File: config.mk
export PLATFORM = sky130hd
export DESIGN_NAME = sld_switch_config
export DESIGN_NICKNAME = d
export VERILOG_FILES = /design/src/include/sld_pkg.sv /design/src/rtl/sld_switch_config.sv
export SDC_FILE = /design/constraint.sdc
export NUM_CORES = 1
export LEC_CHECK = 0
export BUFFER_PORTS_ARGS = -buffer_cell sky130_fd_sc_hd__buf_4
export CAP_MARGIN = 25
export CORE_AREA = 3 3 253 255
export CTS_CLUSTER_SIZE = 14
export DETAILED_ROUTE_END_ITERATION = 16
export DIE_AREA = 0 0 256 258
export PLACE_DENSITY = 0.62
export SETUP_SLACK_MARGIN = 0.4
export SYNTH_ARGS = -nofsm -noshare
export SYNTH_HDL_FRONTEND = slang
export SYNTH_SLANG_ARGS = --single-unit
File: constraint.sdc
create_clock -name mclk -period 11.34 [get_ports mclk]
set_input_delay 0.567 -clock mclk [delete_from_list [all_inputs] [get_ports mclk]]
set_output_delay 0.567 -clock mclk [all_outputs]
set_load 0.05 [all_outputs]
File: src/include/sld_pkg.sv
// Package for the switch link debug and configuration block.
// Assumes APB word access; register indices map to byte address index*4.
package sld_pkg;
    // ----------------------------------------
    // Register indices
    // ----------------------------------------
    localparam logic [7:0] IDX_TILE0_CFG   = 8'h10;
    localparam logic [7:0] IDX_TILE1_CFG   = 8'h11;
    localparam logic [7:0] IDX_HALT_ORIGIN = 8'h1F;
    localparam logic [7:0] IDX_LINK_STAT   = 8'h20;
    localparam logic [7:0] IDX_PROCESSOR_LINK_STAT  = 8'h40;
    localparam logic [7:0] IDX_XLINK_CFG   = 8'h80;
    localparam logic [7:0] IDX_STATIC_CFG  = 8'hA0;
    localparam int         NUM_LINKS       = 8;
    localparam int         LINK_IDX_W      = 3;
    localparam int         ADDR_LSB        = 2;
    localparam int         IDX_W           = 8;
    // ----------------------------------------
    // Field positions
    // ----------------------------------------
    localparam int CFG_HALT_REQ_BIT  = 1;
    localparam int CFG_HALT_DRV_BIT  = 0;
    localparam int ORG_PIN_BIT       = 4;
    localparam int ORG_CORE1_BIT     = 1;
    localparam int ORG_CORE0_BIT     = 0;
    localparam int ST_KIND_LSB       = 24;
    localparam int ST_DEST_LSB       = 16;
    localparam int ST_DIR_LSB        = 8;
    localparam int ST_NET_LSB        = 4;
    localparam int ST_JUNK_BIT       = 2;
    localparam int ST_DST_USE_BIT    = 1;
    localparam int ST_SRC_USE_BIT    = 0;
    localparam int XC_EN_BIT         = 31;
    localparam int XC_WIRE_BIT       = 30;
    localparam int XC_ERR_BIT        = 27;
    localparam int XC_GRANTED_BIT    = 26;
    localparam int XC_CREDIT_BIT     = 25;
    localparam int XC_CREDIT_GREETING_TOKEN_BIT      = 24;
    localparam int XC_RXRST_BIT      = 23;
    localparam int XC_SYM_LSB        = 11;
    localparam int XC_TOK_LSB        = 0;
    localparam int SC_EN_BIT         = 31;
    localparam int SC_PROC_BIT       = 8;
    localparam int SC_CHAN_LSB       = 0;
    localparam int DIR_W             = 4;
    localparam int NET_W             = 2;
    localparam int GAP_W             = 11;
    localparam int CHAN_W            = 5;
    localparam int DEST_W            = 8;
    localparam int KIND_W            = 2;
    // Static register slot to link letter (A=0 .. H=7): C D A B G H E F
    localparam logic [23:0] STATIC_LINK_MAP = {3'h5, 3'h4, 3'h7, 3'h6, 3'h1, 3'h0, 3'h3, 3'h2};
endpackage : sld_pkg

File: src/rtl/sld_switch_config.sv
// Switch node debug pin and link configuration registers behind APB.
// Assumes link datapath supplies status levels and one-cycle event pulses.
//
// Functional notes
// - Tile config bit 1 lets shared halt raise a core debug request.
// - Tile config bit 0 lets core halted flag drive shared halt.
// - Record origin of latest shared halt: bit 4 pin, bits 1/0 cores.
// - Link status bits 25:24 report source target kind.
// - Link status bits 23:16 report destination link while in use.
// - Switch link direction field 11:8, writable, resets to zero.
// - Switch and processor links hold writable network number 5:4.
// - Read-only bit 2 shows current packet is junk.
// - Bits 1 and 0 show destination and source side in use.
// - Bit 31 of external link config enables or disables the link.
// - Link enable bit also steers pin multiplexing.
// - Bit 30 selects two-wire (0) or five-wire (1) mode.
// - Bit 27 flags receive overflow or illegal token encoding.
// - Bit 26 shows credit granted to remote end.
// - Bit 25 shows this end holds transmit credit.
// - Writing one to bit 24 clears credit and sends greeting token.
// - Writing bit 23 resets receiver to await first symbol.
// - Bits 21:11 set idle clocks between symbols, minus one.
// - Bits 10:0 set idle clocks between tokens, minus one.
// - Static enable forwards all traffic to configured channel end.
// - Static bit 8 picks processor, bits 4:0 pick channel end.
// - Static registers map to links C, D, A, B, G, H, E, F.
//
// Design decision made here: the APB register port.
`timescale 1ns/1ps
module sld_switch_config #(
    parameter int NL = sld_pkg::NUM_LINKS
) (
    input  wire logic                 mclk,
    input  wire logic                 reset_n,
    input  wire logic                 clk_en,
    input  wire logic                 psel,
    input  wire logic                 penable,
    input  wire logic                 pwrite,
    input  wire logic [11:0]          paddr,
    input  wire logic [31:0]          pwdata,
    output logic                      pready,
    output logic                      pslverr,
    output logic [31:0]               prdata,
    input  wire logic [1:0]           core_halted_flag,
    output logic [1:0]                core_debug_req,
    input  wire logic                 halt_pin_in_n,
    output logic                      halt_pin_out_n,
    output logic                      halt_pin_oe,
    input  wire logic [NL-1:0]        switch_link_src_used,
    input  wire logic [NL-1:0]        switch_link_dst_used,
    input  wire logic [NL-1:0]        switch_link_junk,
    input  wire logic [NL*8-1:0]      switch_link_dest_num,
    input  wire logic [NL*2-1:0]      switch_link_src_kind,
    input  wire logic [NL-1:0]        processor_link_src_used,
    input  wire logic [NL-1:0]        processor_link_dst_used,
    input  wire logic [NL-1:0]        processor_link_junk,
    input  wire logic [NL*8-1:0]      processor_link_dest_num,
    input  wire logic [NL*2-1:0]      processor_link_src_kind,
    output logic [NL*4-1:0]           switch_link_direction,
    output logic [NL*2-1:0]           switch_link_network,
    output logic [NL*2-1:0]           processor_link_network,
    input  wire logic [NL-1:0]        xlink_rx_error,
    input  wire logic [NL-1:0]        xlink_credit_granted,
    input  wire logic [NL-1:0]        xlink_credit_received,
    output logic [NL-1:0]             xlink_enable,
    output logic [NL-1:0]             xlink_pin_mux_link,
    output logic [NL-1:0]             xlink_five_wire,
    output logic [NL-1:0]             xlink_send_greeting,
    output logic [NL-1:0]             xlink_rx_reset,
    output logic [NL*11-1:0]          xlink_symbol_gap,
    output logic [NL*11-1:0]          xlink_token_gap,
    output logic [NL-1:0]             static_enable,
    output logic [NL-1:0]             static_proc,
    output logic [NL*5-1:0]           static_chan
);
    // ----------------------------------------
    // Reset synchroniser
    // ----------------------------------------
    logic rst_meta_n;
    logic rst_n;
    always_ff @(posedge mclk or negedge reset_n) begin
        if (!reset_n) begin
            rst_meta_n <= 1'b0;
            rst_n      <= 1'b0;
        end else begin
            rst_meta_n <= 1'b1;
            rst_n      <= rst_meta_n;
        end
    end

    // ----------------------------------------
    // APB decode
    // ----------------------------------------
    typedef enum logic [2:0] {
        SLD_REG_NONE = 3'b001,
        SLD_REG_HIT  = 3'b010,
        SLD_REG_BAD  = 3'b100
    } sld_hit_t;

    // True when idx falls in the eight-register group at base
    function automatic logic sld_in_group(input logic [7:0] idx, input logic [7:0] base);
        logic [7:0] d;
        d = idx - base;
        return (idx >= base) && (d < 8'(NL));
    endfunction : sld_in_group

    localparam int LINK_IDX_W = sld_pkg::LINK_IDX_W;
    logic [7:0]            idx;
    logic [LINK_IDX_W-1:0] li;
    logic                  mapped;
    logic                  wr_acc;
    logic                  setup;
    assign idx    = paddr[sld_pkg::ADDR_LSB +: sld_pkg::IDX_W];
    assign li     = idx[LINK_IDX_W-1:0];
    assign mapped = (idx == sld_pkg::IDX_TILE0_CFG) || (idx == sld_pkg::IDX_TILE1_CFG)
                  || (idx == sld_pkg::IDX_HALT_ORIGIN)
                  || sld_in_group(idx, sld_pkg::IDX_LINK_STAT)
                  || sld_in_group(idx, sld_pkg::IDX_PROCESSOR_LINK_STAT)
                  || sld_in_group(idx, sld_pkg::IDX_XLINK_CFG)
                  || sld_in_group(idx, sld_pkg::IDX_STATIC_CFG);
    assign setup   = psel && !penable;
    assign wr_acc  = psel && penable && pwrite && mapped && clk_en;
    assign pready  = 1'b1;
    assign pslverr = psel && penable && !mapped;

    // ----------------------------------------
    // Shared halt signal and tile config
    // ----------------------------------------
    logic [1:0] halt_req_en;
    logic [1:0] halt_drv_en;
    always_ff @(posedge mclk or negedge rst_n) begin
        if (!rst_n) begin
            halt_req_en <= '0;
            halt_drv_en <= '0;
        end else if (wr_acc && idx == sld_pkg::IDX_TILE0_CFG) begin
            halt_req_en[0] <= pwdata[sld_pkg::CFG_HALT_REQ_BIT];
            halt_drv_en[0] <= pwdata[sld_pkg::CFG_HALT_DRV_BIT];
        end else if (wr_acc && idx == sld_pkg::IDX_TILE1_CFG) begin
            halt_req_en[1] <= pwdata[sld_pkg::CFG_HALT_REQ_BIT];
            halt_drv_en[1] <= pwdata[sld_pkg::CFG_HALT_DRV_BIT];
        end
    end

    logic [1:0] core_drive;
    logic       shared_halt_signal;
    logic       shared_halt_q;
    assign core_drive         = core_halted_flag & halt_drv_en;
    assign halt_pin_oe        = |core_drive;
    assign halt_pin_out_n     = 1'b0;
    assign shared_halt_signal = !halt_pin_in_n;

    always_ff @(posedge mclk or negedge rst_n) begin
        if (!rst_n) begin
            core_debug_req <= '0;
            shared_halt_q  <= 1'b0;
        end else if (clk_en) begin
            core_debug_req <= {2{shared_halt_signal}} & halt_req_en;
            shared_halt_q  <= shared_halt_signal;
        end
    end

    // ----------------------------------------
    // Halt event origin
    // ----------------------------------------
    logic       halt_rise;
    logic [4:0] halt_origin;
    logic [4:0] next_halt_origin;
    assign halt_rise = shared_halt_signal && !shared_halt_q;
    always_comb begin
        next_halt_origin = '0;
        next_halt_origin[sld_pkg::ORG_CORE0_BIT] = core_drive[0];
        next_halt_origin[sld_pkg::ORG_CORE1_BIT] = core_drive[1];
        next_halt_origin[sld_pkg::ORG_PIN_BIT]   = ~|core_drive;
    end
    always_ff @(posedge mclk or negedge rst_n) begin
        if (!rst_n) begin
            halt_origin <= '0;
        end else if (clk_en && halt_rise) begin
            halt_origin <= next_halt_origin;
        end else if (wr_acc && idx == sld_pkg::IDX_HALT_ORIGIN) begin
            halt_origin[sld_pkg::ORG_PIN_BIT]   <= pwdata[sld_pkg::ORG_PIN_BIT];
            halt_origin[sld_pkg::ORG_CORE1_BIT] <= pwdata[sld_pkg::ORG_CORE1_BIT];
            halt_origin[sld_pkg::ORG_CORE0_BIT] <= pwdata[sld_pkg::ORG_CORE0_BIT];
        end
    end

    // ----------------------------------------
    // Link direction and network
    // ----------------------------------------
    always_ff @(posedge mclk or negedge rst_n) begin
        if (!rst_n) begin
            switch_link_direction <= '0;
            switch_link_network   <= '0;
            processor_link_network   <= '0;
        end else if (wr_acc && sld_in_group(idx, sld_pkg::IDX_LINK_STAT)) begin
            switch_link_direction[li*4 +: 4] <= pwdata[sld_pkg::ST_DIR_LSB +: sld_pkg::DIR_W];
            switch_link_network[li*2 +: 2]   <= pwdata[sld_pkg::ST_NET_LSB +: sld_pkg::NET_W];
        end else if (wr_acc && sld_in_group(idx, sld_pkg::IDX_PROCESSOR_LINK_STAT)) begin
            processor_link_network[li*2 +: 2]   <= pwdata[sld_pkg::ST_NET_LSB +: sld_pkg::NET_W];
        end
    end

    // ----------------------------------------
    // External link configuration
    // ----------------------------------------
    logic          xc_wr;
    logic [NL-1:0] xc_sel;
    logic [NL-1:0] err_flag;
    logic [NL-1:0] granted_flag;
    logic [NL-1:0] credit_flag;
    assign xc_wr              = wr_acc && sld_in_group(idx, sld_pkg::IDX_XLINK_CFG);
    assign xc_sel             = xc_wr ? (NL'(1) << li) : '0;
    assign xlink_pin_mux_link = xlink_enable;

    always_ff @(posedge mclk or negedge rst_n) begin
        if (!rst_n) begin
            xlink_enable     <= '0;
            xlink_five_wire  <= '0;
            xlink_symbol_gap <= '0;
            xlink_token_gap  <= '0;
        end else if (xc_wr) begin
            xlink_enable[li]             <= pwdata[sld_pkg::XC_EN_BIT];
            xlink_five_wire[li]          <= pwdata[sld_pkg::XC_WIRE_BIT];
            xlink_symbol_gap[li*11 +: 11] <= pwdata[sld_pkg::XC_SYM_LSB +: sld_pkg::GAP_W];
            xlink_token_gap[li*11 +: 11]  <= pwdata[sld_pkg::XC_TOK_LSB +: sld_pkg::GAP_W];
        end
    end

    // Command pulses last one cycle
    always_ff @(posedge mclk or negedge rst_n) begin
        if (!rst_n) begin
            xlink_send_greeting <= '0;
            xlink_rx_reset      <= '0;
        end else if (clk_en) begin
            xlink_send_greeting <= pwdata[sld_pkg::XC_CREDIT_GREETING_TOKEN_BIT] ? xc_sel : '0;
            xlink_rx_reset      <= pwdata[sld_pkg::XC_RXRST_BIT] ? xc_sel : '0;
        end
    end

    // Status flags; a new event wins over a clear
    logic [NL-1:0] credit_greeting_token_clr;
    logic [NL-1:0] rxrst_clr;
    assign credit_greeting_token_clr = pwdata[sld_pkg::XC_CREDIT_GREETING_TOKEN_BIT] ? xc_sel : '0;
    assign rxrst_clr = pwdata[sld_pkg::XC_RXRST_BIT] ? xc_sel : '0;
    always_ff @(posedge mclk or negedge rst_n) begin
        if (!rst_n) begin
            err_flag     <= '0;
            granted_flag <= '0;
            credit_flag  <= '0;
        end else if (clk_en) begin
            err_flag     <= xlink_rx_error | (err_flag & ~rxrst_clr);
            granted_flag <= xlink_enable & (xlink_credit_granted | (granted_flag & ~credit_greeting_token_clr));
            credit_flag  <= xlink_enable & (xlink_credit_received | (credit_flag & ~credit_greeting_token_clr));
        end
    end

    // ----------------------------------------
    // Static forwarding, slot to link letter
    // ----------------------------------------
    logic [LINK_IDX_W-1:0] st_link;
    assign st_link = sld_pkg::STATIC_LINK_MAP[li*LINK_IDX_W +: LINK_IDX_W];
    always_ff @(posedge mclk or negedge rst_n) begin
        if (!rst_n) begin
            static_enable <= '0;
            static_proc   <= '0;
            static_chan   <= '0;
        end else if (wr_acc && sld_in_group(idx, sld_pkg::IDX_STATIC_CFG)) begin
            static_enable[st_link]       <= pwdata[sld_pkg::SC_EN_BIT];
            static_proc[st_link]         <= pwdata[sld_pkg::SC_PROC_BIT];
            static_chan[st_link*5 +: 5]  <= pwdata[sld_pkg::SC_CHAN_LSB +: sld_pkg::CHAN_W];
        end
    end

    // ----------------------------------------
    // Read data, captured in setup phase
    // ----------------------------------------
    logic [31:0] next_prdata;
    always_comb begin
        next_prdata = '0;
        if (idx == sld_pkg::IDX_TILE0_CFG) begin
            next_prdata[sld_pkg::CFG_HALT_REQ_BIT] = halt_req_en[0];
            next_prdata[sld_pkg::CFG_HALT_DRV_BIT] = halt_drv_en[0];
        end else if (idx == sld_pkg::IDX_TILE1_CFG) begin
            next_prdata[sld_pkg::CFG_HALT_REQ_BIT] = halt_req_en[1];
            next_prdata[sld_pkg::CFG_HALT_DRV_BIT] = halt_drv_en[1];
        end else if (idx == sld_pkg::IDX_HALT_ORIGIN) begin
            next_prdata[4:0] = halt_origin;
        end else if (sld_in_group(idx, sld_pkg::IDX_LINK_STAT)) begin
            next_prdata[sld_pkg::ST_KIND_LSB +: 2]  = switch_link_src_kind[li*2 +: 2];
            next_prdata[sld_pkg::ST_DEST_LSB +: 8]  = switch_link_dest_num[li*8 +: 8];
            next_prdata[sld_pkg::ST_DIR_LSB +: 4]   = switch_link_direction[li*4 +: 4];
            next_prdata[sld_pkg::ST_NET_LSB +: 2]   = switch_link_network[li*2 +: 2];
            next_prdata[sld_pkg::ST_JUNK_BIT]       = switch_link_junk[li];
            next_prdata[sld_pkg::ST_DST_USE_BIT]    = switch_link_dst_used[li];
            next_prdata[sld_pkg::ST_SRC_USE_BIT]    = switch_link_src_used[li];
        end else if (sld_in_group(idx, sld_pkg::IDX_PROCESSOR_LINK_STAT)) begin
            next_prdata[sld_pkg::ST_KIND_LSB +: 2]  = processor_link_src_kind[li*2 +: 2];
            next_prdata[sld_pkg::ST_DEST_LSB +: 8]  = processor_link_dest_num[li*8 +: 8];
            next_prdata[sld_pkg::ST_NET_LSB +: 2]   = processor_link_network[li*2 +: 2];
            next_prdata[sld_pkg::ST_JUNK_BIT]       = processor_link_junk[li];
            next_prdata[sld_pkg::ST_DST_USE_BIT]    = processor_link_dst_used[li];
            next_prdata[sld_pkg::ST_SRC_USE_BIT]    = processor_link_src_used[li];
        end else if (sld_in_group(idx, sld_pkg::IDX_XLINK_CFG)) begin
            next_prdata[sld_pkg::XC_EN_BIT]         = xlink_enable[li];
            next_prdata[sld_pkg::XC_WIRE_BIT]       = xlink_five_wire[li];
            next_prdata[sld_pkg::XC_ERR_BIT]        = err_flag[li];
            next_prdata[sld_pkg::XC_GRANTED_BIT]    = granted_flag[li];
            next_prdata[sld_pkg::XC_CREDIT_BIT]     = credit_flag[li];
            next_prdata[sld_pkg::XC_SYM_LSB +: 11]  = xlink_symbol_gap[li*11 +: 11];
            next_prdata[sld_pkg::XC_TOK_LSB +: 11]  = xlink_token_gap[li*11 +: 11];
        end else if (sld_in_group(idx, sld_pkg::IDX_STATIC_CFG)) begin
            next_prdata[sld_pkg::SC_EN_BIT]         = static_enable[st_link];
            next_prdata[sld_pkg::SC_PROC_BIT]       = static_proc[st_link];
            next_prdata[sld_pkg::SC_CHAN_LSB +: 5]  = static_chan[st_link*5 +: 5];
        end
    end
    always_ff @(posedge mclk or negedge rst_n) begin
        if (!rst_n) begin
            prdata <= '0;
        end else if (clk_en && setup && !pwrite) begin
            prdata <= next_prdata;
        end
    end

    // ----------------------------------------
    // Assertions
    // ----------------------------------------
    AST_DBG_REQ: assert property (@(posedge mclk) disable iff (!rst_n)
        clk_en && shared_halt_signal && halt_req_en[0] |=> core_debug_req[0])
        else $error("debug request not raised for tile 0");
    AST_PIN_DRIVE: assert property (@(posedge mclk) disable iff (!rst_n)
        halt_pin_oe == |(core_halted_flag & halt_drv_en))
        else $error("halt pin drive mismatch");
    AST_ORIGIN: assert property (@(posedge mclk) disable iff (!rst_n)
        clk_en && halt_rise && !halt_pin_oe |=> halt_origin[sld_pkg::ORG_PIN_BIT])
        else $error("pin origin not recorded");
    AST_DIR_WRITE: assert property (@(posedge mclk) disable iff (!rst_n)
        wr_acc && sld_in_group(idx, sld_pkg::IDX_LINK_STAT) |=>
        switch_link_direction[$past(li)*4 +: 4] == $past(pwdata[sld_pkg::ST_DIR_LSB +: sld_pkg::DIR_W]))
        else $error("direction write lost");
    AST_ENABLE: assert property (@(posedge mclk) disable iff (!rst_n)
        xc_wr && li == '0 |=> xlink_enable[0] == $past(pwdata[31]))
        else $error("link enable write lost");
    AST_MUX: assert property (@(posedge mclk) disable iff (!rst_n)
        xlink_pin_mux_link == xlink_enable)
        else $error("pin mux not following enable");
    AST_ERR_STICKY: assert property (@(posedge mclk) disable iff (!rst_n)
        clk_en && xlink_rx_error[0] |=> err_flag[0])
        else $error("error flag not raised");
    AST_CREDIT_GREETING_TOKEN: assert property (@(posedge mclk) disable iff (!rst_n)
        clk_en && xc_sel[0] && pwdata[24] && !xlink_credit_received[0] |=>
        xlink_send_greeting[0] && !credit_flag[0] ##1 !xlink_send_greeting[0] || !clk_en)
        else $error("greeting not sent or credit kept");
    AST_CREDIT_SET: assert property (@(posedge mclk) disable iff (!rst_n)
        clk_en && xlink_enable[0] && xlink_credit_received[0] |=> credit_flag[0])
        else $error("credit not recorded");
    AST_STATIC_MAP: assert property (@(posedge mclk) disable iff (!rst_n)
        wr_acc && idx == sld_pkg::IDX_STATIC_CFG |=> static_enable[2] == $past(pwdata[31]))
        else $error("first static slot not link C");
endmodule : sld_switch_config

**Yosys cells after proc, flatten, opt, wreduce, memory -nomap -nowiden**

Cells that the tools add are included.

- Flip-flop bits (word level): 394
- Input port bits: 285
- Output and inout port bits: 374

- Add/subtract/negate cells: 8
- Multipliers: 3
- $lt $le $gt $ge: 12
- Equality and inequality tests: 3
- Shift operators: 21
- Mux-type cells: 84
- Bitwise gates (word level): 14
- Reduce and logical (&&, ||, !) cells: 39

Operator list:

| operator | number |
|---|---|
| $bwmux W88 | 2 |
| $shiftx A11 B34 Y88 | 2 |
| $shiftx A88 B8 Y11 | 2 |
| $shiftx A64 B7 Y8 | 2 |
| $shift A11 B34 Y88 const A | 1 |
| $shiftx A16 B5 Y2 | 4 |
| $mux W26 | 2 |
| $and A8 B8 Y8 | 5 |
| $bwmux W40 | 1 |
| $shift A5 B34 Y40 const A | 1 |
| $shiftx A40 B7 Y5 | 1 |
| $shiftx A5 B34 Y40 | 1 |
| $bmux W1 S3 | 13 |
| $neg A4 Y34 | 1 |
| $neg A5 Y34 | 1 |
| $neg A6 Y34 | 1 |
| $neg A7 Y34 | 1 |
| $shift A2 B34 Y16 const A | 1 |
| $shift A4 B34 Y32 const A | 1 |
| $shiftx A2 B34 Y16 | 1 |
| $shiftx A4 B34 Y32 | 1 |
| $bwmux W16 | 2 |
| $bwmux W32 | 1 |
| $bwmux W8 | 4 |
| 37 further kinds | 132 |

**Longest topological paths before layout**

- Depth after elaboration: 16
- Gate-level depth with buffers: 15
- Mapped depth without buffers: 9

**Worst setup path after synthesis**

OpenSTA, ideal clock, no wires.

- Path type: input to output
- Start point: input paddr[3]
- End point: output pslverr
- Data arrival time: 3326 ps
- Data required time: 10773 ps
- Setup slack: 7447 ps
- Stages: 10
- Cell sequence: clkbuf_1 buf_4 buf_2 clkinv_1 clkbuf_1 ha_1 clkbuf_1 nor2_1 nor2b_1 nor3_1

- Cells in the longest elaborated chain, start to end: 9
- Elaborated cells on any way between the ends: 27
- Classes of those cells: 4 x add/sub; 8 x order compare; 3 x eq/ne; 12 x reduce/logical

RTL lines:

| what | RTL line | text |
|---|---|---|
| start: declaration | sld_switch_config.sv:39 | `input wire logic [11:0] paddr,` |
| $sub A8 B6 Y8 / $eq A8 B5 Y1 (equally long branches) | sld_switch_config.sv:103, sld_switch_config.sv:115 |  |
| $lt A8 B4 Y1 / $logic_or A1 B1 Y1 (equally long branches) | sld_switch_config.sv:104, sld_switch_config.sv:115 |  |
| $logic_and A1 B1 Y1 / $logic_or A1 B1 Y1 (equally long branches) | sld_switch_config.sv:104, sld_switch_config.sv:116 |  |
| $logic_or A1 B1 Y1 | sld_switch_config.sv:117 | `\|\| sld_in_group(idx, sld_pkg::IDX_LINK_STAT)` |
| $logic_or A1 B1 Y1 | sld_switch_config.sv:118 | `\|\| sld_in_group(idx, sld_pkg::IDX_PROCESSOR_LINK_STAT)` |
| $logic_or A1 B1 Y1 | sld_switch_config.sv:119 | `\|\| sld_in_group(idx, sld_pkg::IDX_XLINK_CFG)` |
| $logic_or A1 B1 Y1 * | sld_switch_config.sv:120 | `\|\| sld_in_group(idx, sld_pkg::IDX_STATIC_CFG);` |
| $logic_not A1 Y1 * | sld_switch_config.sv:124 | `assign pslverr = psel && penable && !mapped;` |
| $logic_and A1 B1 Y1 * | sld_switch_config.sv:124 |  |
| end: declaration | sld_switch_config.sv:42 | `output logic pslverr,` |

Every way passes the cells marked *; elsewhere a longest branch is shown, timed or not.

**Worst setup path after layout**

- Start point: input paddr[3]
- End point: register prdata[19]

- Cells in the longest elaborated chain, start to end: 9
- Elaborated cells on any way between the ends: 25
- Classes of those cells: 3 x add/sub; 1 x mul; 6 x order compare; 3 x eq/ne; 3 x shift; 6 x mux; 3 x reduce/logical

RTL lines:

| what | RTL line | text |
|---|---|---|
| branches (longest 8 deep; another with $mul A3 B4 Y7) | n/a |  |
| $mux W26 * | sld_switch_config.sv:280 | `if (idx == sld_pkg::IDX_TILE0_CFG) begin` |
| end signal: assignment | sld_switch_config.sv:321 | `prdata <= next_prdata;` |
| end: declaration | sld_switch_config.sv:43 | `output logic [31:0] prdata,` |

Every way passes the cells marked *.
A chain may end at the register's enable or synchronous reset.

==> impl_metrics.env <==
export IMPL_power_switching_uw=913
export IMPL_wl_per_cell_um=30.5
export IMPL_cts_reportedPaths_clkPinSlew_ns=0.06
export IMPL_clockBufferDepth=3
export IMPL_combPwrFrac=0.123
export IMPL_fin_ws_ns=7.36
export IMPL_cts_resized=0
export IMPL_yosysTopAreaCell="dfrtp_1"
export IMPL_grt_pass1_wl_mm=147
export IMPL_period_share=0.351
export IMPL_synth_area_leaders="dfrtp_1, mux2_2, nand2_1"
export IMPL_grt_ovfl_total=0
export IMPL_critical_path_class="input pin to flop"
export IMPL_num_nets_final=2873
export IMPL_synth_warnings=0
export IMPL_syn2layout_area_growth_pct=36.3
export IMPL_cap_violations=0
export IMPL_worst_pin_slew_ns=1.06
export IMPL_via_per_inst=5.74
export IMPL_min_period_ns=3.98
export IMPL_crit_path_max_fanout=41
export IMPL_io_buffers=644
export IMPL_ant_nets=0
export IMPL_outcome="complete, no violations"
export IMPL_initial_core_util=0.321
export IMPL_setup_viol=0
export IMPL_setup_tns_ns=0
export IMPL_io_pins=659
export IMPL_synth_edff_count=0
export IMPL_start_kind="input pin"
export IMPL_synthFlopType="dfrtp_1"
export IMPL_critPathRequiredTime_ns=11.81
export IMPL_vias=19800
export IMPL_clock_latency_ns=0.59
export IMPL_yosys_register_bits=394
export IMPL_grt_setup_unrepaired="no"
export IMPL_die_width_um=256
export IMPL_power_density_nw_per_um2=125
export IMPL_numCtsBuffers=45
export IMPL_place_congestion=0.977
export IMPL_drive_gt1_frac=0.377
export IMPL_drcViolationCount=0
export IMPL_synth_cells=2003
export IMPL_firstDrtPassIters=6
export IMPL_place_ws_ns=6.77
export IMPL_grt_max_degree=169
export IMPL_max_slew_margin=0.288
export IMPL_synthesis_area_um2=19800
export IMPL_cts_htree_levels=2
export IMPL_clock_skew_ns=0.0171
export IMPL_cts_root_buf="clkbuf_16"
export IMPL_synth_cell_types=75
export IMPL_vdd_drop_max_uv=99.8
export IMPL_async_reset_ff_frac=1.00
export IMPL_fmax_ghz=0.251
export IMPL_fp_row_count=91
export IMPL_drv_slew=0
export IMPL_fp_dieArea_um2=66000
export IMPL_cts_tree="done"
export IMPL_hpwl_mm=76.1
export IMPL_worst_ep_arrival_time_ns=4.45
export IMPL_leakage_nw=12.8
export IMPL_clock_sinks=394
export IMPL_power_internal_mw=2.46
export IMPL_crit_path_end_kind="flop"
export IMPL_core_um2=61800
export IMPL_pwr_share_clk=0.454
export IMPL_grt_pass1_vias=19500
export IMPL_hold_violations=0
export IMPL_ys_seq_area_frac=0.497
export IMPL_cts_setup_buffers=0
export IMPL_synth_top_cell_area_share=0.497
export IMPL_seqPwrFrac=0.424
export IMPL_die_h_um=258
export IMPL_antenna_found_initial=5
export IMPL_wl_mm=105
export IMPL_min_path_type="input pin to flop"
export IMPL_swShare=0.271
export IMPL_grt_usage=0.307
export IMPL_synth_area_per_cell_um2=9.91
export IMPL_drt_iter0_markers=1886
## cell families (layout without fill, tap and decap cells)
kind of cell	Yosys count	after routing	share of synthesized area
multiplexers	215	215	0.135
AND/OR/NAND/NOR	597	597	0.133
buffers and inverters	198	805	0.0451
flip-flops	394	394	0.497
other	2	8	0.000378
AO/OA/AOI/OAI	586	586	0.183
adder cells (fa/ha/maj)	10	10	0.00630
XOR/XNOR	1	1	0.000441
## synth_stat cells, types with 6 or more instances
master    count
o22a_1       10
o22ai_1      86
buf_4        18
buf_1        10
a31oi_1       8
a211oi_1     13
nor2_1       62
a22o_1       16
ha_1         10
clkbuf_1     92
a32o_1       20
o221ai_1     48
mux2i_1      32
nand2b_1      8
and3_1        6
a21oi_1      41
mux4_2       27
nor3_1       14
nand3_1      43
dfrtp_1     394
nand2_1     405
mux2_2      156
nor2b_1      15
buf_2        43
inv_1        27
o21ai_0     294
## cell usage in the layout, fill, tap and decap left out, types with 5 or more instances in the layout
cell type	instances
buf_4	680
nand2_1	405
dfrtp_1	393
o21ai_0	294
mux2_2	156
o22ai_1	86
nor2_1	60
o221ai_1	48
clkbuf_16	46
a21oi_1	40
nand3_1	39
mux2i_1	32
inv_1	27
mux4_2	27
a32o_1	20
a22o_1	16
nor2b_1	15
nor3_1	14
a211oi_1	13
o22a_1	10
ha_1	10
clkbuf_8	9
nand2b_1	8
a31oi_1	8
clkinv_2	8
nand3_2	7
clkbuf_1	7
and3_1	6
or2_2	5
o31ai_1	5
a221oi_1	5
o211ai_1	5
o2111ai_1	5
conb_1	5
## sequential cells by signal, indices dropped and copies added, names as in the netlist
| name | cells |
|---|---|
| xlink_symbol_gap | 88 |
| xlink_token_gap | 88 |
| static_chan | 40 |
| switch_link_direction | 32 |
| prdata | 30 |
| processor_link_network | 16 |
| switch_link_network | 16 |
| credit_flag | 8 |
| err_flag | 8 |
| granted_flag | 8 |
| static_enable | 8 |
| static_proc | 8 |
| xlink_enable | 8 |
| xlink_five_wire | 8 |
| xlink_rx_reset | 8 |
| xlink_send_greeting | 8 |
| halt_origin | 3 |
| core_debug_req | 2 |
| halt_drv_en | 2 |
| halt_req_en | 2 |
| rst_meta_n | 1 |
| rst_n | 1 |
| shared_halt_q | 1 |
## routing by layer
metal  vias up  global-route usage  part of all wire
met1      9964               0.392              0.39
met4         0               0.107             0.038
li1       8416                   -                 -
met2      1222               0.501              0.47
met3       226              0.0880              0.10
met5         -                   0                 0
## layout make-up
cell class	count	area, µm²
repair buffers	693	5320
inverters	30	113
multi-input cells	1414	9150
well taps	837	1050
flip-flops and latches	394	9860
clock inverters	20	244
clock buffers	62	1300
fillers	5980	34800
diodes	3	7.51
## final timing paths
kind                                             startpoint                   endpoint  slack, ns  cells past startpoint
min in group asynchronous                           reset_n            rst_n$_DFF_PN0_       0.30                      2
max in group asynchronous                   rst_n$_DFF_PN0_     prdata[24]$_DFFE_PN0P_       9.34                      1
hold reg to reg                        rst_meta_n$_DFF_PN0_            rst_n$_DFF_PN0_       0.35                      0
setup reg to reg           xlink_symbol_gap[74]$_DFFE_PN0P_     prdata[19]$_DFFE_PN0P_       9.11                      6
hold / removal                                halt_pin_in_n  shared_halt_q$_DFFE_PN0P_       0.19                      2
setup / recovery                                   paddr[3]     prdata[19]$_DFFE_PN0P_       7.36                     10
## power by group through the flow
stage / combinational, mW / clock (mW) / sequential (mW)
after CTS: 0.410 / 1.55 / 1.43
after global placement: 0.403 / 0 / 1.45
final: 0.413 / 1.53 / 1.43
after detailed placement: 0.409 / 0 / 1.45
after floorplan: 0.152 / 0 / 1.50
after global routing: 0.436 / 1.60 / 1.43
## timing repair
action	CTS	global route
hold buffers	1	0
setup endpoints to repair	0	0
endpoints found under the hold margin	2	0
## stage by stage
stage                     utilization  cell area, µm²  power, mW  hold WS (ns)  cells
after floorplan                     -           19900       1.65         0.271   2006
after global placement          0.410           25300       1.86         0.339   3359
after detailed placement        0.412           25400       1.86         0.342   3364
after CTS                       0.437           27000       3.39         0.164   3447
after global routing            0.437           27000       3.46         0.191   3451
final                           0.437           27000       3.37         0.194   3453
## worst max-delay path, cell delays in order
cell	delay [ns]
buf_6	0.28
buf_4	0.59
buf_4	0.58
nand2b_1	0.70
buf_4	0.49
o22a_1	0.20
o21ai_0	0.20
o21bai_1	0.11
a221o_1	0.33
a221o_1	0.30
No activity file was read; power rests on OpenSTA's default activity.
